===== src/inc/cia_pkg.sv =====
// constants, types and helpers for the interrupt acknowledge read path
// assumes one core clock; all callers write cia_pkg::name
package cia_pkg;
   // system encoding fields
   localparam logic [1:0]  OP0_SYS   = 2'h3;
   localparam logic [2:0]  OP1_SYS   = 3'h0;
   localparam logic [3:0]  CRN_IF    = 4'hC;
   localparam logic [3:0]  CRM_GRP0  = 4'h8;
   localparam logic [3:0]  CRM_GRP1  = 4'hC;
   localparam logic [2:0]  OP2_ACK   = 3'h0;
   localparam logic [2:0]  OP2_PEEK  = 3'h2;
   // result layout
   localparam int          ID_W      = 24;
   localparam int          DATA_W    = 64;
   localparam logic [23:0] ID16_MASK = 24'h00FFFF;
   localparam logic [23:0] ID24_MASK = 24'hFFFFFF;
   localparam logic [39:0] RSVD_ZERO = 40'h0000000000;
   // special identifiers
   localparam logic [23:0] SPEC_SECURE = 24'h0003FC;
   localparam logic [23:0] SPEC_NONSEC = 24'h0003FD;
   localparam logic [23:0] SPEC_NONE   = 24'h0003FF;
   // privilege levels and trap syndrome
   localparam logic [1:0]  LVL_USER   = 2'h0;
   localparam logic [1:0]  LVL_KERNEL = 2'h1;
   localparam logic [1:0]  LVL_HYP    = 2'h2;
   localparam logic [1:0]  LVL_MON    = 2'h3;
   localparam logic [5:0]  TRAP_CLASS = 6'h18;
   // cycles for activation to reach exception signalling
   localparam logic [1:0]  SETTLE_CYCLES = 2'h3;
   localparam logic [1:0]  CNT_ONE       = 2'h1;
   localparam logic [1:0]  CNT_ZERO      = 2'h0;

   typedef enum logic [1:0] {
      CIA_ROUTE_UNDEF,
      CIA_ROUTE_TRAP,
      CIA_ROUTE_VIRT,
      CIA_ROUTE_PHYS
   } cia_route_t;

   typedef enum logic {
      CIA_ST_IDLE,
      CIA_ST_SYNC
   } cia_state_t;

   // keep only the implemented identifier bits
   function automatic logic [23:0] cia_trim_id(input logic [23:0] id,
                                               input logic        wide);
      cia_trim_id = id & (wide ? ID24_MASK : ID16_MASK);
   endfunction

   // match one register encoding
   function automatic logic cia_enc_match(input logic [1:0] op0,
                                          input logic [2:0] op1,
                                          input logic [3:0] crn,
                                          input logic [3:0] crm,
                                          input logic [2:0] op2,
                                          input logic [3:0] crm_want,
                                          input logic [2:0] op2_want);
      cia_enc_match = (op0 == OP0_SYS) && (op1 == OP1_SYS) &&
                      (crn == CRN_IF) && (crm == crm_want) &&
                      (op2 == op2_want);
   endfunction
endpackage


===== src/rtl/cia_access_route.sv =====
// access routing and trapping for one group's read
// purely combinational; inputs are the core's current control state
`timescale 1ns/1ns
module cia_access_route (
   // access context
   input  wire logic              is_grp1,
   input  wire logic [1:0]        cur_level,
   // interface enables per level
   input  wire logic              sre_kernel,
   input  wire logic              sre_hyp,
   input  wire logic              sre_mon,
   // level presence and width
   input  wire logic              hyp_enabled,
   input  wire logic              hyp_is_64,
   input  wire logic              mon_present,
   input  wire logic              mon_is_64,
   // hypervisor and monitor controls
   input  wire logic              trap_all_group_zero,
   input  wire logic              trap_all_group_one,
   input  wire logic              fast_virtual_route,
   input  wire logic              normal_virtual_route,
   input  wire logic              fast_route_to_monitor,
   input  wire logic              normal_route_to_monitor,
   // decision
   output cia_pkg::cia_route_t    route,
   output logic [1:0]             trap_level
);
   logic hyp64;
   logic mon64;
   logic trap_all;
   logic vroute;
   logic monroute;

   assign hyp64    = hyp_enabled & hyp_is_64;
   assign mon64    = mon_present & mon_is_64;
   assign trap_all = is_grp1 ? trap_all_group_one : trap_all_group_zero;
   assign vroute   = is_grp1 ? normal_virtual_route : fast_virtual_route;
   assign monroute = is_grp1 ? normal_route_to_monitor
                             : fast_route_to_monitor;

   always_comb begin
      route      = cia_pkg::CIA_ROUTE_PHYS;
      trap_level = cia_pkg::LVL_KERNEL;
      case (cur_level)
         cia_pkg::LVL_USER: begin
            route = cia_pkg::CIA_ROUTE_UNDEF;
         end
         cia_pkg::LVL_KERNEL: begin
            if (!sre_kernel) begin
               route = cia_pkg::CIA_ROUTE_TRAP;
            end else if (hyp64 && trap_all) begin
               route      = cia_pkg::CIA_ROUTE_TRAP;
               trap_level = cia_pkg::LVL_HYP;
            end else if (hyp64 && vroute) begin
               route = cia_pkg::CIA_ROUTE_VIRT;
            end else if (mon64 && monroute) begin
               route      = cia_pkg::CIA_ROUTE_TRAP;
               trap_level = cia_pkg::LVL_MON;
            end
         end
         cia_pkg::LVL_HYP: begin
            if (!sre_hyp) begin
               route      = cia_pkg::CIA_ROUTE_TRAP;
               trap_level = cia_pkg::LVL_HYP;
            end else if (mon64 && monroute) begin
               route      = cia_pkg::CIA_ROUTE_TRAP;
               trap_level = cia_pkg::LVL_MON;
            end
         end
         default: begin
            if (!sre_mon) begin
               route      = cia_pkg::CIA_ROUTE_TRAP;
               trap_level = cia_pkg::LVL_MON;
            end
         end
      endcase
   end
endmodule


===== src/rtl/cia_id_select.sv =====
// picks the identifier or special identifier for one group
// pending inputs come from the neighbouring priority selection
`timescale 1ns/1ns
module cia_id_select (
   // configuration
   input  wire logic        id_wide,
   // highest pending interrupt of this group
   input  wire logic        pend_valid,
   input  wire logic        pend_ok,
   input  wire logic        pend_secure_only,
   input  wire logic        pend_nonsec_only,
   input  wire logic [23:0] pend_id,
   // result
   output logic [23:0]      result_id,
   output logic             result_valid
);
   always_comb begin
      result_valid = 1'b0;
      if (pend_valid && pend_ok) begin
         result_id    = cia_pkg::cia_trim_id(pend_id, id_wide);
         result_valid = 1'b1;
      end else if (pend_valid && pend_secure_only) begin
         result_id = cia_pkg::SPEC_SECURE;
      end else if (pend_valid && pend_nonsec_only) begin
         result_id = cia_pkg::SPEC_NONSEC;
      end else begin
         result_id = cia_pkg::SPEC_NONE;
      end
   end
endmodule


===== src/rtl/cia_ack_top.sv =====
// acknowledge and pending-peek read path of the cpu interface
// one read at a time; pending selection updates within settle cycles
`timescale 1ns/1ns
module cia_ack_top (
   // clock and reset
   input  wire logic        clk,
   input  wire logic        rst_b,
   // read request from the processing element
   input  wire logic        rd_req,
   input  wire logic [1:0]  rd_op0,
   input  wire logic [2:0]  rd_op1,
   input  wire logic [3:0]  rd_crn,
   input  wire logic [3:0]  rd_crm,
   input  wire logic [2:0]  rd_op2,
   // processing element state
   input  wire logic [1:0]  cur_level,
   input  wire logic [1:0]  core_interrupt_masks,
   // control bits
   input  wire logic        id_width_field,
   input  wire logic        sre_kernel,
   input  wire logic        sre_hyp,
   input  wire logic        sre_mon,
   input  wire logic        hyp_enabled,
   input  wire logic        hyp_is_64,
   input  wire logic        mon_present,
   input  wire logic        mon_is_64,
   input  wire logic        trap_all_group_zero,
   input  wire logic        trap_all_group_one,
   input  wire logic        fast_virtual_route,
   input  wire logic        normal_virtual_route,
   input  wire logic        fast_route_to_monitor,
   input  wire logic        normal_route_to_monitor,
   // group 0 highest pending
   input  wire logic        g0_pend_valid,
   input  wire logic        g0_pend_ok,
   input  wire logic        g0_pend_secure_only,
   input  wire logic        g0_pend_nonsec_only,
   input  wire logic [23:0] g0_pend_id,
   input  wire logic        g0_signal,
   // group 1 highest pending
   input  wire logic        g1_pend_valid,
   input  wire logic        g1_pend_ok,
   input  wire logic        g1_pend_secure_only,
   input  wire logic        g1_pend_nonsec_only,
   input  wire logic [23:0] g1_pend_id,
   input  wire logic        g1_signal,
   // virtual interface values
   input  wire logic [23:0] virtual_group0_ack,
   input  wire logic [23:0] virtual_group1_ack,
   input  wire logic [23:0] virtual_group1_peek,
   // read answer
   output logic             rd_busy,
   output logic             rd_done,
   output logic [63:0]      rd_data,
   output logic             rd_undef,
   output logic             rd_trap,
   output logic [1:0]       rd_trap_level,
   output logic [5:0]       rd_trap_class,
   // activation to the interrupt state
   output logic             activate,
   output logic [23:0]      activate_id,
   output logic             activate_grp1,
   output logic             virt_ack_grp0,
   output logic             virt_ack_grp1,
   // exception requests to the core
   output logic             fast_irq_req,
   output logic             normal_irq_req
);
   logic                  hit_g0_ack;
   logic                  hit_g1_ack;
   logic                  hit_g1_peek;
   logic                  is_grp1;
   logic                  is_ack;
   logic                  take;
   logic                  valid_ack;
   logic                  need_sync;
   logic                  hold_g0;
   logic                  hold_g1;
   logic [23:0]           g0_id;
   logic [23:0]           g1_id;
   logic                  g0_valid;
   logic                  g1_valid;
   logic [23:0]           phys_id;
   logic                  phys_valid;
   logic [23:0]           virt_id;
   logic [23:0]           read_id;
   logic [1:0]            route_level;
   cia_pkg::cia_route_t   route;
   cia_pkg::cia_state_t   state_reg;
   logic [1:0]            settle_cnt_reg;
   logic                  settle_grp1_reg;
   logic                  busy_reg;
   logic                  done_reg;
   logic [63:0]           data_reg;
   logic                  undef_reg;
   logic                  trap_reg;
   logic [1:0]            trap_level_reg;
   logic [5:0]            trap_class_reg;
   logic                  act_reg;
   logic [23:0]           act_id_reg;
   logic                  act_grp1_reg;
   logic                  vack0_reg;
   logic                  vack1_reg;
   logic                  fiq_reg;
   logic                  irq_reg;

   // encoding decode
   assign hit_g0_ack  = cia_pkg::cia_enc_match(rd_op0, rd_op1, rd_crn,
                           rd_crm, rd_op2, cia_pkg::CRM_GRP0,
                           cia_pkg::OP2_ACK);
   assign hit_g1_ack  = cia_pkg::cia_enc_match(rd_op0, rd_op1, rd_crn,
                           rd_crm, rd_op2, cia_pkg::CRM_GRP1,
                           cia_pkg::OP2_ACK);
   assign hit_g1_peek = cia_pkg::cia_enc_match(rd_op0, rd_op1, rd_crn,
                           rd_crm, rd_op2, cia_pkg::CRM_GRP1,
                           cia_pkg::OP2_PEEK);
   assign is_grp1 = hit_g1_ack | hit_g1_peek;
   assign is_ack  = hit_g0_ack | hit_g1_ack;
   assign take    = rd_req && (state_reg == cia_pkg::CIA_ST_IDLE) &&
                    (is_ack || hit_g1_peek);

   cia_access_route u_route (
      .is_grp1                 (is_grp1),
      .cur_level               (cur_level),
      .sre_kernel              (sre_kernel),
      .sre_hyp                 (sre_hyp),
      .sre_mon                 (sre_mon),
      .hyp_enabled             (hyp_enabled),
      .hyp_is_64               (hyp_is_64),
      .mon_present             (mon_present),
      .mon_is_64               (mon_is_64),
      .trap_all_group_zero     (trap_all_group_zero),
      .trap_all_group_one      (trap_all_group_one),
      .fast_virtual_route      (fast_virtual_route),
      .normal_virtual_route    (normal_virtual_route),
      .fast_route_to_monitor   (fast_route_to_monitor),
      .normal_route_to_monitor (normal_route_to_monitor),
      .route                   (route),
      .trap_level              (route_level)
   );

   cia_id_select u_sel_g0 (
      .id_wide          (id_width_field),
      .pend_valid       (g0_pend_valid),
      .pend_ok          (g0_pend_ok),
      .pend_secure_only (g0_pend_secure_only),
      .pend_nonsec_only (g0_pend_nonsec_only),
      .pend_id          (g0_pend_id),
      .result_id        (g0_id),
      .result_valid     (g0_valid)
   );

   cia_id_select u_sel_g1 (
      .id_wide          (id_width_field),
      .pend_valid       (g1_pend_valid),
      .pend_ok          (g1_pend_ok),
      .pend_secure_only (g1_pend_secure_only),
      .pend_nonsec_only (g1_pend_nonsec_only),
      .pend_id          (g1_pend_id),
      .result_id        (g1_id),
      .result_valid     (g1_valid)
   );

   // value selection
   assign phys_id    = is_grp1 ? g1_id : g0_id;
   assign phys_valid = is_grp1 ? g1_valid : g0_valid;
   assign virt_id    = cia_pkg::cia_trim_id(!is_grp1 ? virtual_group0_ack :
                          (hit_g1_peek ? virtual_group1_peek :
                           virtual_group1_ack), id_width_field);
   assign read_id    = (route == cia_pkg::CIA_ROUTE_VIRT) ? virt_id : phys_id;
   assign valid_ack  = take && is_ack && phys_valid &&
                       (route == cia_pkg::CIA_ROUTE_PHYS);
   assign need_sync  = valid_ack && (core_interrupt_masks != 2'h0);

   // requests held off while an activation settles
   assign hold_g0 = (valid_ack && !is_grp1) ||
                    ((settle_cnt_reg != cia_pkg::CNT_ZERO) && !settle_grp1_reg);
   assign hold_g1 = (valid_ack && is_grp1) ||
                    ((settle_cnt_reg != cia_pkg::CNT_ZERO) && settle_grp1_reg);

   // sequencing of a read
   always_ff @(posedge clk or negedge rst_b) begin
      if (!rst_b) begin
         state_reg <= cia_pkg::CIA_ST_IDLE;
         busy_reg  <= 1'b0;
         done_reg  <= 1'b0;
      end else begin
         done_reg <= 1'b0;
         case (state_reg)
            cia_pkg::CIA_ST_IDLE: begin
               if (need_sync) begin
                  state_reg <= cia_pkg::CIA_ST_SYNC;
                  busy_reg  <= 1'b1;
               end else if (take) begin
                  done_reg <= 1'b1;
               end
            end
            cia_pkg::CIA_ST_SYNC: begin
               if (settle_cnt_reg == cia_pkg::CNT_ONE) begin
                  state_reg <= cia_pkg::CIA_ST_IDLE;
                  busy_reg  <= 1'b0;
                  done_reg  <= 1'b1;
               end
            end
            default: begin
               state_reg <= cia_pkg::CIA_ST_IDLE;
               busy_reg  <= 1'b0;
            end
         endcase
      end
   end

   // settle counter after an activation
   always_ff @(posedge clk or negedge rst_b) begin
      if (!rst_b) begin
         settle_cnt_reg  <= cia_pkg::CNT_ZERO;
         settle_grp1_reg <= 1'b0;
      end else if (valid_ack) begin
         settle_cnt_reg  <= cia_pkg::SETTLE_CYCLES;
         settle_grp1_reg <= is_grp1;
      end else if (settle_cnt_reg != cia_pkg::CNT_ZERO) begin
         settle_cnt_reg <= settle_cnt_reg - cia_pkg::CNT_ONE;
      end
   end

   // answer capture
   always_ff @(posedge clk or negedge rst_b) begin
      if (!rst_b) begin
         data_reg       <= '0;
         undef_reg      <= 1'b0;
         trap_reg       <= 1'b0;
         trap_level_reg <= cia_pkg::LVL_USER;
         trap_class_reg <= 6'h00;
      end else if (take) begin
         undef_reg      <= (route == cia_pkg::CIA_ROUTE_UNDEF);
         trap_reg       <= (route == cia_pkg::CIA_ROUTE_TRAP);
         trap_level_reg <= route_level;
         trap_class_reg <= (route == cia_pkg::CIA_ROUTE_TRAP) ?
                           cia_pkg::TRAP_CLASS : 6'h00;
         if ((route == cia_pkg::CIA_ROUTE_PHYS) ||
             (route == cia_pkg::CIA_ROUTE_VIRT)) begin
            data_reg <= {cia_pkg::RSVD_ZERO, read_id};
         end else begin
            data_reg <= '0;
         end
      end
   end

   // activation and virtual acknowledge pulses
   always_ff @(posedge clk or negedge rst_b) begin
      if (!rst_b) begin
         act_reg      <= 1'b0;
         act_id_reg   <= 24'h000000;
         act_grp1_reg <= 1'b0;
         vack0_reg    <= 1'b0;
         vack1_reg    <= 1'b0;
      end else begin
         act_reg   <= valid_ack;
         vack0_reg <= take && hit_g0_ack &&
                      (route == cia_pkg::CIA_ROUTE_VIRT);
         vack1_reg <= take && hit_g1_ack &&
                      (route == cia_pkg::CIA_ROUTE_VIRT);
         if (valid_ack) begin
            act_id_reg   <= phys_id;
            act_grp1_reg <= is_grp1;
         end
      end
   end

   // exception requests withdrawn while the activation settles
   always_ff @(posedge clk or negedge rst_b) begin
      if (!rst_b) begin
         fiq_reg <= 1'b0;
         irq_reg <= 1'b0;
      end else begin
         fiq_reg <= g0_signal && !hold_g0;
         irq_reg <= g1_signal && !hold_g1;
      end
   end

   assign rd_busy        = busy_reg;
   assign rd_done        = done_reg;
   assign rd_data        = data_reg;
   assign rd_undef       = undef_reg;
   assign rd_trap        = trap_reg;
   assign rd_trap_level  = trap_level_reg;
   assign rd_trap_class  = trap_class_reg;
   assign activate       = act_reg;
   assign activate_id    = act_id_reg;
   assign activate_grp1  = act_grp1_reg;
   assign virt_ack_grp0  = vack0_reg;
   assign virt_ack_grp1  = vack1_reg;
   assign fast_irq_req   = fiq_reg;
   assign normal_irq_req = irq_reg;

   user_undef_a: assert property (
      @(posedge clk) disable iff (!rst_b)
      take && (cur_level == cia_pkg::LVL_USER) |=>
         done_reg && undef_reg && !trap_reg && !act_reg && (data_reg == '0))
      else $error("unprivileged read not undefined");

   kernel_sre_a: assert property (
      @(posedge clk) disable iff (!rst_b)
      take && (cur_level == cia_pkg::LVL_KERNEL) && !sre_kernel |=>
         trap_reg && (trap_level_reg == cia_pkg::LVL_KERNEL) &&
         (trap_class_reg == cia_pkg::TRAP_CLASS))
      else $error("kernel disabled interface did not trap");

   tall_hyp_a: assert property (
      @(posedge clk) disable iff (!rst_b)
      take && (cur_level == cia_pkg::LVL_KERNEL) && sre_kernel &&
      hyp_enabled && hyp_is_64 && trap_all_group_one && is_grp1 |=>
         trap_reg && (trap_level_reg == cia_pkg::LVL_HYP) && !act_reg)
      else $error("trap all group one not taken to hypervisor");

   mon_route_a: assert property (
      @(posedge clk) disable iff (!rst_b)
      take && (cur_level == cia_pkg::LVL_HYP) && sre_hyp && mon_present &&
      mon_is_64 && fast_route_to_monitor && hit_g0_ack |=>
         trap_reg && (trap_level_reg == cia_pkg::LVL_MON))
      else $error("monitor routing trap missing");

   rsvd_zero_a: assert property (
      @(posedge clk) disable iff (!rst_b)
      done_reg |-> (data_reg[63:24] == cia_pkg::RSVD_ZERO))
      else $error("reserved result bits not zero");

   narrow_id_a: assert property (
      @(posedge clk) disable iff (!rst_b)
      take && !id_width_field |=> (data_reg[23:16] == 8'h00))
      else $error("narrow identifier has upper bits set");

   act_match_a: assert property (
      @(posedge clk) disable iff (!rst_b)
      act_reg |-> (data_reg[23:0] == act_id_reg) && !trap_reg && !undef_reg)
      else $error("activated id differs from returned id");

   special_none_a: assert property (
      @(posedge clk) disable iff (!rst_b)
      take && is_ack && (route == cia_pkg::CIA_ROUTE_PHYS) &&
      !(is_grp1 ? g1_pend_valid : g0_pend_valid) |=>
         !act_reg && (data_reg[23:0] == cia_pkg::SPEC_NONE))
      else $error("no pending interrupt but not special 1023");

   peek_quiet_a: assert property (
      @(posedge clk) disable iff (!rst_b)
      take && hit_g1_peek |=> !act_reg ##1 !act_reg)
      else $error("peek read caused an activation");

   sync_wait_a: assert property (
      @(posedge clk) disable iff (!rst_b)
      need_sync |=> !done_reg [*3] ##1 done_reg)
      else $error("masked acknowledge completed at wrong cycle");

   fiq_drop_a: assert property (
      @(posedge clk) disable iff (!rst_b)
      act_reg && !act_grp1_reg |-> !fiq_reg ##1 !fiq_reg)
      else $error("fast request not withdrawn after acknowledge");
endmodule


===== config.mk =====
export PLATFORM = sky130hd
export DESIGN_NAME = cia_ack_top
export DESIGN_NICKNAME = d
export VERILOG_FILES = /design/src/inc/cia_pkg.sv /design/src/rtl/cia_access_route.sv /design/src/rtl/cia_id_select.sv /design/src/rtl/cia_ack_top.sv
export SDC_FILE = /design/constraint.sdc
export NUM_CORES = 1
export LEC_CHECK = 0
export ABC_AREA = 1
export BUFFER_PORTS_ARGS = -buffer_cell sky130_fd_sc_hd__buf_2
export CAP_MARGIN = 20
export CORE_AREA = 2 2 106 108
export DETAILED_ROUTE_END_ITERATION = 6
export DIE_AREA = 0 0 108 110
export PLACE_DENSITY = 0.88
export SYNTH_ARGS = -nofsm -noshare
export SYNTH_HDL_FRONTEND = slang
export SYNTH_SLANG_ARGS = --single-unit

===== constraint.sdc =====
create_clock -name clk -period 3.44 [get_ports clk]
set_clock_uncertainty 0.15 [all_clocks]
set_input_delay 0.172 -clock clk [delete_from_list [all_inputs] [get_ports clk]]
set_output_delay 0.172 -clock clk [all_outputs]
set_load 0.005 [all_outputs]

# Yosys cells after proc, flatten, opt, wreduce, memory -nomap -nowiden
# Index checks and enable logic that the tools add are counted.
[totals]
inputBits = 167
output_inout_bits = 106
elab_cells = 131
ff_bits = 109
[op_classes]
eq_ne = 13
addsub = 1
mux = 45
reduce_logical = 48
bitwise = 8
[op_table]
columns = ["operator", "count"]
rows = [
  ["$mux W24", 10],
  ["$and A24 B24 Y24", 3],
  ["$logic_and A1 B1 Y1", 32],
  ["$mux W2", 16],
  ["$mux W1", 13],
  ["$eq A4 B4 Y1 const B", 3],
  ["$pmux W2 S3", 2],
  ["$eq A2 B2 Y1 const B", 4],
  ["$eq A2 B1 Y1 const B", 3],
  ["$logic_not A3 Y1", 2],
  ["$pmux W1 S2", 3],
  ["$reduce_bool A2 Y1", 3],
  ["$mux W5", 1],
  ["$logic_not A1 Y1", 4],
  ["$logic_not A2 Y1", 2],
  ["$logic_or A1 B1 Y1", 4],
  ["$eq A3 B2 Y1 const B", 1],
  ["$and A1 B1 Y1", 2],
  ["$ne A2 B1 Y1 const B", 1],
  ["$ne A2 B2 Y1 const B", 1],
  ["$or A1 B1 Y1", 2],
  ["$reduce_and A2 Y1", 1],
  ["$sub A2 B1 Y2 const B", 1],
  ["$not A1 Y1", 1],
]

# Longest topological paths before layout
# Gate-level depths: netlist (run 1).
[logic_depth]
word_depth = 19
depth_mapped = 18
mapped_depth_nobuf = 16

# Cells and area by module
# Synthesis (run 1) repeated with hierarchy kept, for this count alone.
[hier_totals]
hier_cells = 791
hier_area_um2 = 5013.6
[by_module_without_submodules]
columns = ["mod", "cells_per_inst", "seq_area_each_um2", "area_each_um2", "n_inst"]
rows = [
  ["cia_ack_top", 641, 1576.5, 4356.7, 1],
  ["cia_id_select", 51, 0.0, 224.0, 2],
  ["cia_access_route", 48, 0.0, 209.0, 1],
]

# Worst setup path before layout (run 1)
# Ideal clock, no wire load.
[synth_path]
path_type = "input -> register"
startpoint = "in rd_crn[0]"
endpoint = "reg data_reg[10], in the netlist rd_data[10]"
setup_time_ns = 0.120
setup_slack_ns = 1.568
path_buffers = 2
t_arrival_ns = 1.602
stages = 15
required_ns = 3.170
path_cell_list = "nand3b_1 > nor2_4 > nand2_4 > nand2_1 > nand2_1 > nor2_4 > inv_2 > nand3_1 > nand2_2 > buf_6 > nand3_2 > inv_2 > buf_4 > o21ai_1 > nand2_1"
[synth_via]
elab_chain_cells = 15
word_cells_on_any_way = 32
cone_classes = "eq/ne (3); mux (14); bitwise (3); reduce/logical (12)"
[synth_rtl]
columns = ["item", "line_no", "text"]
rows = [
  ["start, declared", "cia_ack_top.sv:12", "input wire logic [3:0] rd_crn,"],
  ["$eq A4 B4 Y1 *", "cia_pkg.sv:60", "(crn == CRN_IF) && (crm == crm_want) &&"],
  ["$logic_and A1 B1 Y1 *", "cia_pkg.sv:59", "cia_enc_match = (op0 == OP0_SYS) && (op1 == OP1_SYS) &&"],
  ["$logic_and A1 B1 Y1 (2 in a row)", "cia_pkg.sv:60", ""],
  ["$or A1 B1 Y1", "cia_ack_top.sv:117", "assign is_grp1 = hit_g1_ack | hit_g1_peek;"],
  ["$mux W1", "cia_access_route.sv:38", "assign monroute = is_grp1 ? normal_route_to_monitor"],
  ["$logic_and A1 B1 Y1", "cia_access_route.sv:56, cia_access_route.sv:65", ""],
  ["$mux W2", "cia_access_route.sv:56, cia_access_route.sv:65", ""],
  ["$mux W2", "cia_access_route.sv:54", "end else if (hyp64 && vroute) begin"],
  ["$mux W2", "cia_access_route.sv:51", "end else if (hyp64 && trap_all) begin"],
  ["$mux W2", "cia_access_route.sv:49", "if (!sre_kernel) begin"],
  ["$pmux W2 S3", "cia_access_route.sv:44", "case (cur_level)"],
  ["$eq A2 B2 Y1, on equally long branches", "cia_ack_top.sv:170, cia_ack_top.sv:241, cia_ack_top.sv:240", ""],
  ["$mux W24 / $logic_or A1 B1 Y1 (equally long branches)", "cia_ack_top.sv:170, cia_ack_top.sv:240", ""],
  ["$mux W24", "cia_ack_top.sv:240", "if ((route == cia_pkg::CIA_ROUTE_PHYS) ||"],
  ["end signal, assigned", "cia_ack_top.sv:242", "data_reg <= {cia_pkg::RSVD_ZERO, read_id};"],
  ["end, declared", "cia_ack_top.sv:94", "logic [63:0] data_reg;"],
]
# Mark *: on every way between the ends. The rest lies on a longest branch, timed or not.
# A chain may end at the register's enable or synchronous reset.

# Worst setup path in the final report (run 1)
[layout_path]
startpoint = "in rd_op2[1]"
endpoint = "reg act_id_reg[8], in the netlist activate_id[8]"
[layout_via]
elab_chain_cells = 12
word_cells_on_any_way = 27
cone_classes = "eq/ne (2); mux (11); bitwise (2); reduce/logical (12)"
[layout_rtl]
columns = ["item", "line_no", "text"]
rows = [
  ["start, declared", "cia_ack_top.sv:14", "input wire logic [2:0] rd_op2,"],
  ["$eq A3 B2 Y1 / $logic_not A3 Y1 (equally long branches)", "cia_pkg.sv:61", "(op2 == op2_want);"],
  ["$logic_and A1 B1 Y1", "cia_pkg.sv:60", ""],
  ["$or A1 B1 Y1", "cia_ack_top.sv:117", ""],
  ["$mux W1", "cia_access_route.sv:38", ""],
  ["$logic_and A1 B1 Y1", "cia_access_route.sv:56, cia_access_route.sv:65", ""],
  ["$mux W2", "cia_access_route.sv:56, cia_access_route.sv:65", ""],
  ["$mux W2", "cia_access_route.sv:54", ""],
  ["$mux W2", "cia_access_route.sv:51", ""],
  ["$mux W2", "cia_access_route.sv:49", ""],
  ["$pmux W2 S3", "cia_access_route.sv:44", ""],
  ["$eq A2 B2 Y1", "cia_ack_top.sv:172", "(route == cia_pkg::CIA_ROUTE_PHYS);"],
  ["$logic_and A1 B1 Y1", "cia_ack_top.sv:171", "assign valid_ack = take && is_ack && phys_valid &&"],
  ["end signal, assigned", "cia_ack_top.sv:264", "act_id_reg <= phys_id;"],
  ["end, declared", "cia_ack_top.sv:100", "logic [23:0] act_id_reg;"],
]
# Parallel ways exist; a longest one is shown, timed or not.

==> impl_metrics.toml, run 1 <==
[drt]
drt-total-wl_um = 14700
wire_per_inst_um = 14.6
num_vias = 4986
postRouteAntennaNets = 0
vias_per_cell = 4.94
dr.pass1.iters = 5
drtIter0Drc = 292
drc = 0

[synth]
ys_ff_latch = 63
ys.flop_type = "dfrtp_1"
synth.area.mux_share_pct = 0
synth_edf_count = 0
synthCells = 640
synth.most_common_cell = "nand2_1"
yosys_warnings = 0
syn_area_um2 = 4370
synth_top_area_share_pct = 36.1
synth-simple-area-share_pct = 37.7
synth_area_leaders = "dfrtp_1, nand2_1, buf_4, nand3_1, nor2_1"
yosysUniqueCellTypes = 36
synthAdderAreaFrac_pct = 0.572
synthXorXnorAreaFrac_pct = 0.200
syn_avg_cell_area_um2 = 6.83
synth_area_leader_cell = "dfrtp_1"
synth_common_cells = "nand2_1, dfrtp_1, nor2_1, buf_4, nand3_1"
ys_seq_area_share_pct = 36.1
synth_top_family_by_area = "simple AND/OR/NAND/NOR gates"
synth_compound_area_share_pct = 10.6
async_reset_ff_share_pct = 100

[power]
clkPwrFrac_pct = 42.3
p_int_mw = 1.26
pwr-share-comb_pct = 14.7
powerDensity_nw_per_um2 = 301
swShare_pct = 26.7
max-vdd-ir-drop_mv = 0.203
switching_power_uw = 460
p_total_mw = 1.72
seqPwrFrac_pct = 43.0
power_leakage_nw = 3.41

[sta]
slew_violations = 0
setup_violations = 0
fin_crit_ns = 2.49
max-slew-margin-rel_pct = 54.7
rsz0062_at_grt = "no"
worstMarginPinSlew_ns = 0.674
period_share_pct = 72.4
final-hold-violation-count = 0
fmax_mhz = 402
tns_ns = 0

[global_route]
antenna_found_initial = 0
grt_max_degree = 50
grt_pass1_wl_um = 22900
grt_pass1_vias = 4770
overflow = 0
grtUsageTotal_pct = 24.6

[worst_setup_path]
rrSetupSlack_ns = 1.22
rr_startpoint = "state_reg"
reg2reg_depth = 9
critPathKind = "in2reg"
cp_data_required_time_ns = 3.50
crit_fanout = 26
worstSetupStartpointType = "primary input"
timing.rr.end = "activate_id[8]"
critPathCaptureType = "flop"
critPathArrivalTime_ns = 2.55

[clock_network]
cts.clk_slew.worst_paths_ns = 0.08
cts_tree = "yes"
root_buffer = "clkbuf_8"
cts_buffer_depth = 2
clock_latency_ns = 0.33
numCtsBuffers = 9
cts.sinks = 63
htreeDepth = 3

[hold_path]
min_from = "g1_pend_id[5]"
holdPathEnd = "activate_id[5]"
hold_class = "in2reg"
whs_path_depth = 3

[job]
drv_cap = 0

[layout]
syn2layout_area_growth_pct = 31.0
drive_gt1_share_pct = 31.8
diodes = 0
fin_nets = 1033

[status]
outcome = "completed"

[die]
die_h_um = 110
row_count = 38
io-pin-count = 273
start_util_pct = 40.9
fp.coreArea_um2 = 10700
die_area_um2 = 11900
die_width_um = 108

[placed_design]
place_congestion = 0.895
io_buffers = 228
dp_hpwl_um = 11600
[cell families (layout without fill, tap and decap cells)]
kind of cell    after synthesis  after routing
compound gates               72             72
xor+xnor                      1              1
fa+ha+maj                     2              2
buf+inv                     114            300
flops                        63             63
other cells                   1             44
simple gates                387            387
[worst max-delay path by stage]
stage / depth (start not counted) / to / slack, ns / from
2_1_floorplan: 15 / rd_data[10] / 1.57 / rd_crn[0]
3_3_place_gp: 12 / rd_data[18] / 0.80 / rd_crn[0]
3_5_place_dp: 13 / rd_data[19] / 0.71 / rd_op1[2]
4_1_cts: 13 / activate_id[8] / 0.99 / rd_op2[1]
5_1_grt: 13 / rd_data[19] / 0.67 / rd_crm[1]
6_report: 13 / activate_id[8] / 0.95 / rd_op2[1]
[critical path: stages]
cell and delay (ns):
dlygate4sd3_1 0.55, buf_2 0.17, nor3_2 0.24, nand2_1 0.12, nand2_1 0.09, nand2_2 0.07
inv_2 0.09, o21ai_1 0.08, nor2_2 0.16, nand4_4 0.31, buf_4 0.34, nand2_1 0.09
o21ai_1 0.06
[cell usage in the layout (no fill, tap or decap), types with 11 or more instances in the layout]
master	n
a32o_1	11
dfrtp_1	63
nand2_1	254
a21oi_1	12
inv_1	35
buf_2	228
nand3_1	44
conb_1	44
o21ai_1	24
nor2_1	54
[power by group through the flow]
stage / combinational [mW] / sequential, mW / clock [mW]
finish: 0.253 / 0.742 / 0.729
global route: 0.286 / 0.742 / 0.766
global placement: 0.239 / 0.756 / 0
floorplan: 0.139 / 0.757 / 0
detailed placement: 0.241 / 0.756 / 0
CTS: 0.249 / 0.742 / 0.740
[metrics by stage]
step / hold WS (ns) / util (%) / area (um^2) / setup WS [ns] / instances
finish: 0.0231 / 53.5 / 5730 / 0.950 / 1009
global route: 0.0579 / 53.5 / 5730 / 0.673 / 1009
CTS: 0.0112 / 53.4 / 5710 / 0.986 / 1008
detailed placement: 0.262 / 50.6 / 5420 / 0.709 / 985
global placement: 0.263 / 50.6 / 5420 / 0.805 / 985
floorplan: -0.274 / - / 4530 / 1.57 / 683
[area by class of cell]
| type | instances | area, um^2 |
|---|---|---|
| Sequential cell | 63 | 1580 |
| Fill cell | 1085 | 4970 |
| Inverter | 40 | 150 |
| Multi-Input combinational cell | 506 | 2310 |
| Clock buffer | 9 | 124 |
| Clock inverter | 7 | 96.3 |
| Timing Repair Buffer | 244 | 1290 |
| Tap cell | 140 | 175 |
[what timing repair did]
item                      CTS  global route
gates resized for setup     0             0
hold buffers                7             0
hold endpoints to repair   53             0
setup buffers               0             0
[routing by layer]
metal	vias up	routed length, um	GRT usage (%)
met5	-	0	0
met3	31	1050	4.12
met2	265	7190	41.6
met4	0	427	9.34
li1	2421	-	-
met1	2269	6080	31.8
No activity file was read; power rests on OpenSTA's default activity.
==> inputs of run 2 (changes only) <==
- ABC_AREA: 1 -> 0
- CORE_AREA: 2 2 106 108 -> unset
- CORE_UTILIZATION: unset -> 39
- DIE_AREA: 0 0 108 110 -> unset
- PLACE_DENSITY: 0.88 -> 0.89
- clock period: 3.44 -> 2.2 ns (I/O delays scaled with it)
==> impl_metrics.toml, run 2 <==
[drt]
vias_per_cell = 5.26
postRouteAntennaNets = 0
drc = 0
drtIter0Drc = 256
wire_per_inst_um = 16.9
num_vias = 4656
dr.pass1.iters = 6
drt-total-wl_um = 15000

[layout]
nFillCells = 920
regArea_um2 = 1580
multi_input_area_um2 = 2350
mostFrequentLayoutCells = "buf_2, dfrtp_1, nand2_1, conb_1, o21ai_0"
syn2layout_area_growth_pct = 43.8
drive_gt1_share_pct = 43.4
diodes = 0
final_common_cell = "buf_2"
final_area_um2 = 6120
fin_nets = 914

[synth]
yosys_warnings = 0
ys_ff_latch = 63
syn_area_um2 = 4260
synth_area_leaders = "dfrtp_1, buf_4, mux2_2, nand2_1, o21ai_0"
ys_seq_area_share_pct = 37.0
synth.most_common_cell = "dfrtp_1"
synth_top_area_share_pct = 37.0
ys.flop_type = "dfrtp_1"
async_reset_ff_share_pct = 100
yosysUniqueCellTypes = 57
synth_area_leader_cell = "dfrtp_1"
synth_edf_count = 0
synth_common_cells = "dfrtp_1, nand2_1, buf_4, o21ai_0, mux2_2"
synthCells = 470
syn_avg_cell_area_um2 = 9.06

[clock_network]
cts_setup_buffers = 0
root_buffer = "clkbuf_8"
cts.sinks = 63
numCtsBuffers = 9
cts_tree = "yes"
clock_latency_ns = 0.33
cts.clk_slew.worst_paths_ns = 0.07
cts_buffer_depth = 2
htreeDepth = 3

[worst_setup_path]
critPathBufInv = 2
crit_family = "buffers and inverters"
critPathKind = "reg2reg"
crit_slowest_cell = "dlygate4sd3_1"
slowest_delay_ns = 0.55
crit_chain = "nand3b_1 -> nor2_1 -> buf_12 -> nand3_1 -> dlygate4sd3_1 -> o21ai_0"
cp_data_required_time_ns = 2.30
crit_fanout = 8
critPathCaptureType = "flop"
worstSetupStartpointType = "flop"
critPathArrivalTime_ns = 2.21

[sta]
max-slew-margin-rel_pct = 55.1
slew_violations = 0
period_share_pct = 95.8
setup_violations = 0
worstMarginPinSlew_ns = 0.673
fin_crit_ns = 2.11
final-hold-violation-count = 0
tns_ns = 0
fmax_mhz = 475
rsz0062_at_grt = "yes"

[die]
die_width_um = 107
io-pin-count = 273
die_area_um2 = 11300
die_h_um = 107
row_count = 37
start_util_pct = 40.7
fp.coreArea_um2 = 10500

[global_route]
grt_pass1_wl_um = 22700
grtUsageTotal_pct = 26.2
grt_max_degree = 40
overflow = 0
antenna_found_initial = 0
grt_pass1_vias = 4503

[placed_design]
place_congestion = 0.842
io_buffers = 228
dp_hpwl_um = 11500
place_area_um2 = 5610

[hold_path]
hold_class = "in2reg"

[power]
max-vdd-ir-drop_mv = 0.266
power_leakage_nw = 3.14
powerDensity_nw_per_um2 = 463
p_total_mw = 2.84

[job]
drv_cap = 0

[status]
outcome = "completed"
## run 2: cell types whose count changed after synthesis, moves of 29 or more
cell	previous run	this run
nand2_1	254	60
inv_1	35	5
nor2_1	55	26
nand3_1	44	12
mux2_2	0	34
o21ai_0	8	37
## run 2: cell families (layout without fill, tap and decap cells)
logic type                 Yosys count  in the layout  synth area share, %
other                                1             44               0.0880
DFF                                 63             63                 37.0
xor gates and xnor gates             1              1                0.206
buffers and inverters               76            312                 11.9
AOI/OAI and AO/OA                  126            126                 18.8
and+or+nand+nor                    149            149                 17.9
adders and majority gates            2              2                0.587
muxes                               52             52                 13.5
## run 2: power breakdown
| group | total (mW) | internal [mW] | switching, mW |
|---|---|---|---|
| Combinational | 0.606 | 0.314 | 0.292 |
| Sequential | 1.20 | 1.19 | 0.0128 |
| Clock | 1.03 | 0.578 | 0.453 |
## run 2: what timing repair did
item | CTS | global route
endpoints found under the setup margin | 0 | 9
hold buffers | 31 | 0
endpoints found under the hold margin | 51 | 0
gates resized for setup | 0 | 1
## run 2: worst paths after layout
path	startpoint	to	slack [ns]	depth (start not counted)
max in group asynchronous	rst_b	rd_data[15]	1.08	3
worst max-delay path	state_reg	rd_trap_level[1]	0.09	6
min in group asynchronous	rst_b	activate	0.19	2
worst min-delay path	g0_pend_id[10]	activate_id[10]	0.01	3
worst max register to register	state_reg	rd_trap_level[1]	0.09	6
worst min register to register	activate_id[8]	activate_id[8]	0.32	2
## run 2: final cells by class
| type | instances | area share (%) |
|---|---|---|
| well taps | 136 | 2.78 |
| repair buffers | 292 | 29.6 |
| flip-flops and latches | 63 | 25.7 |
| inverters | 5 | 0.306 |
| multi-input cells | 374 | 38.4 |
| clock buffers | 12 | 2.53 |
| clock inverters | 3 | 0.695 |
## run 2: metrics by stage
| stage | hold slack (ns) | worst slack [ns] | std cells | util, % |
|---|---|---|---|---|
| final | 0.0148 | 0.0931 | 885 | 58.5 |
| after floorplan | -0.336 | 0.0600 | 513 | - |
| after global routing | 0.0299 | -0.0107 | 885 | 58.5 |
| after global placement | 0.00489 | -0.0987 | 839 | 53.7 |
| after CTS | 0.00227 | 0.0814 | 885 | 58.5 |
| after detailed placement | 0.0216 | -0.201 | 839 | 53.7 |
## run 2: tightest hold or removal path: cells and delay by family
kind	cells	cell delay [ns]
compound gates	2	0.25
buf+inv	1	0.09
## run 2: per-layer routing
layer	global-route usage, %	wire length, um
met1	31.3	5950
met2	45.3	7480
met3	5.89	1090
met4	10.6	448
met5	0	0
==> inputs of run 3 (changes only) <==
- CORE_UTILIZATION: 39 -> 40
- PLACE_DENSITY: 0.89 -> 0.9
- SYNTH_HIERARCHICAL: unset -> 1
==> impl_metrics.toml, run 3 <==
[layout]
stdcell_count = 945
final_common_cell = "buf_2"
syn2layout_area_growth_pct = 55.8
utilization_pct = 65.3
diodes = 0
fin_nets = 974
drive_gt1_share_pct = 49.4
final_area_um2 = 6830
mostFrequentLayoutCells = "buf_2, dfrtp_1, nand2_1, conb_1, buf_4"

[global_route]
grt_pass1_vias = 4955
antenna_found_initial = 0
grt_pass1_wl_um = 24500
grt_max_degree = 25
grtUsageTotal_pct = 27.7
overflow = 0

[synth]
synth_top_area_share_pct = 36.0
yosysUniqueCellTypes = 48
synth_edf_count = 0
ys_ff_latch = 63
synth_area_leader_cell = "dfrtp_1"
synthAdderAreaFrac_pct = 0.571
synth.most_common_cell = "nand2_1"
synth_top_family_by_area = "simple AND/OR/NAND/NOR gates"
synth.area.mux_share_pct = 10.8
async_reset_ff_share_pct = 100
synthXorXnorAreaFrac_pct = 0.200
syn_avg_cell_area_um2 = 8.48
synth_common_cells = "nand2_1, dfrtp_1, buf_4, o21ai_0, nand3_1"
syn_area_um2 = 4380
ys_seq_area_share_pct = 36.0
ys.flop_type = "dfrtp_1"
synthCells = 517
synth_compound_area_share_pct = 16.4
synth-simple-area-share_pct = 23.7
yosys_warnings = 6
synth_area_leaders = "dfrtp_1, buf_4, nand2_1, mux2i_1, o21ai_0"

[clock_network]
clock_latency_ns = 0.34
cts.clk_slew.worst_paths_ns = 0.07
cts_buffer_depth = 2
numCtsBuffers = 9
htreeDepth = 3
root_buffer = "clkbuf_8"
cts.sinks = 63
cts_tree = "yes"

[job]
drv_cap = 0

[drt]
drtIter0Drc = 345
wire_per_inst_um = 17.6
vias_per_cell = 5.43
postRouteAntennaNets = 0
drt-total-wl_um = 16700
num_vias = 5128
drc = 0
dr.pass1.iters = 5

[worst_setup_path]
slowest_delay_ns = 0.52
critPathKind = "in2reg"
crit_chain = "buf_6 -> or4_4 -> or4_4 -> inv_4 -> mux2_4 -> nand3_4 -> nor2_4 -> o32ai_4 -> and2_4 -> nand4b_1 -> buf_6 -> buf_12 -> nor2_4 -> o21ai_2"
critPathCaptureType = "flop"
worstSetupStartpointType = "primary input"
cp_data_required_time_ns = 2.28
crit_fanout = 7
critPathArrivalTime_ns = 2.97
crit_slowest_cell = "or4_4"

[sta]
fin_crit_ns = 2.89
period_share_pct = 131
max-slew-margin-rel_pct = 55.7
fin_ws_ns = -0.692
final-hold-violation-count = 1
fmax_mhz = 346
slew_violations = 0
setup_violations = 61
holdWs_ns = -0.00371
rsz0062_at_grt = "yes"
worstMarginPinSlew_ns = 0.656

[die]
row_count = 37
io-pin-count = 273
start_util_pct = 41.9
fp.coreArea_um2 = 10500
die_area_um2 = 11400
die_width_um = 107
die_h_um = 107

[power]
max-vdd-ir-drop_mv = 0.394
p_total_mw = 3.04
power_leakage_nw = 3.72
powerDensity_nw_per_um2 = 444

[placed_design]
place_congestion = 0.913
place_area_um2 = 5860
place_inst = 893
dp_hpwl_um = 11200
io_buffers = 228

[status]
violations = "hold timing, setup timing"
outcome = "finished with violations"

[hold_path]
hold_class = "in2reg"
-- run 3: power by group --
group	internal, mW	total [mW]	switching, mW	leakage (nW)
logic	0.321	0.646	0.325	2.73
registers	1.18	1.20	0.0129	0.873
clock network	0.724	1.19	0.468	0.118
-- run 3: kinds of logic (layout without fill, tap and decap cells) --
family | after synthesis | in the layout
compound gates | 113 | 113
xor+xnor | 1 | 1
fa+ha+maj | 2 | 2
buf+inv | 88 | 337
flops | 63 | 63
mux | 45 | 45
other cells | 1 | 44
simple gates | 204 | 204
-- run 3: stage by stage --
| step | setup TNS [ns] | setup WS (ns) |
|---|---|---|
| floorplan | -44.30 | -0.837 |
| global placement | -51.38 | -0.979 |
| detailed placement | -55.10 | -1.05 |
| CTS | -27.82 | -0.547 |
| global route | -37.19 | -0.726 |
| finish | -33.85 | -0.692 |
-- run 3: layout make-up --
cell class / instances / area [um^2]
Clock buffer: 12 / 165
Clock inverter: 3 / 65.1
Fill cell: 872 / 3630
Inverter: 10 / 40.0
Multi-Input combinational cell: 409 / 2790
Sequential cell: 63 / 1580
Tap cell: 136 / 170
Timing Repair Buffer: 312 / 2020
-- run 3: repair_timing --
item,CTS,global route
endpoints found under the setup margin,60,63
gates resized for setup,44,60
buffers inserted,7,1
endpoints found under the hold margin,60,0
pin swaps,19,18
cloned,2,3
hold buffers,24,0
-- run 3: final timing paths --
path / endpoint / cells after the start / slack (ns) / startpoint
setup / recovery: rd_done / 14 / -0.69 / rd_crm[1]
hold / removal: rd_data[13] / 4 / -0.004 / virtual_group0_ack[13]
setup reg to reg: rd_done / 6 / 0.30 / state_reg
hold reg to reg: rd_trap_level[1] / 2 / 0.31 / rd_trap_level[1]
max in group asynchronous: rd_data[13] / 3 / 1.12 / rst_b
min in group asynchronous: activate_id[21] / 2 / 0.09 / rst_b
-- run 3: metal layers --
layer / global-route usage, % / up-vias / part of all wire [%]
met5: 0 / - / 0
met4: 11.9 / 0 / 3.2
met3: 5.17 / 60 / 8.2
met2: 49.2 / 323 / 51
met1: 32.5 / 2413 / 38
li1: - / 2332 / -
-- run 3: worst max-delay path, delay by kind of cell --
| family | cells | cell delay, ns |
|---|---|---|
| AO/OA/AOI/OAI | 2 | 0.39 |
| buffers and inverters | 4 | 0.56 |
| multiplexers | 1 | 0.31 |
| AND/OR/NAND/NOR | 7 | 1.58 |
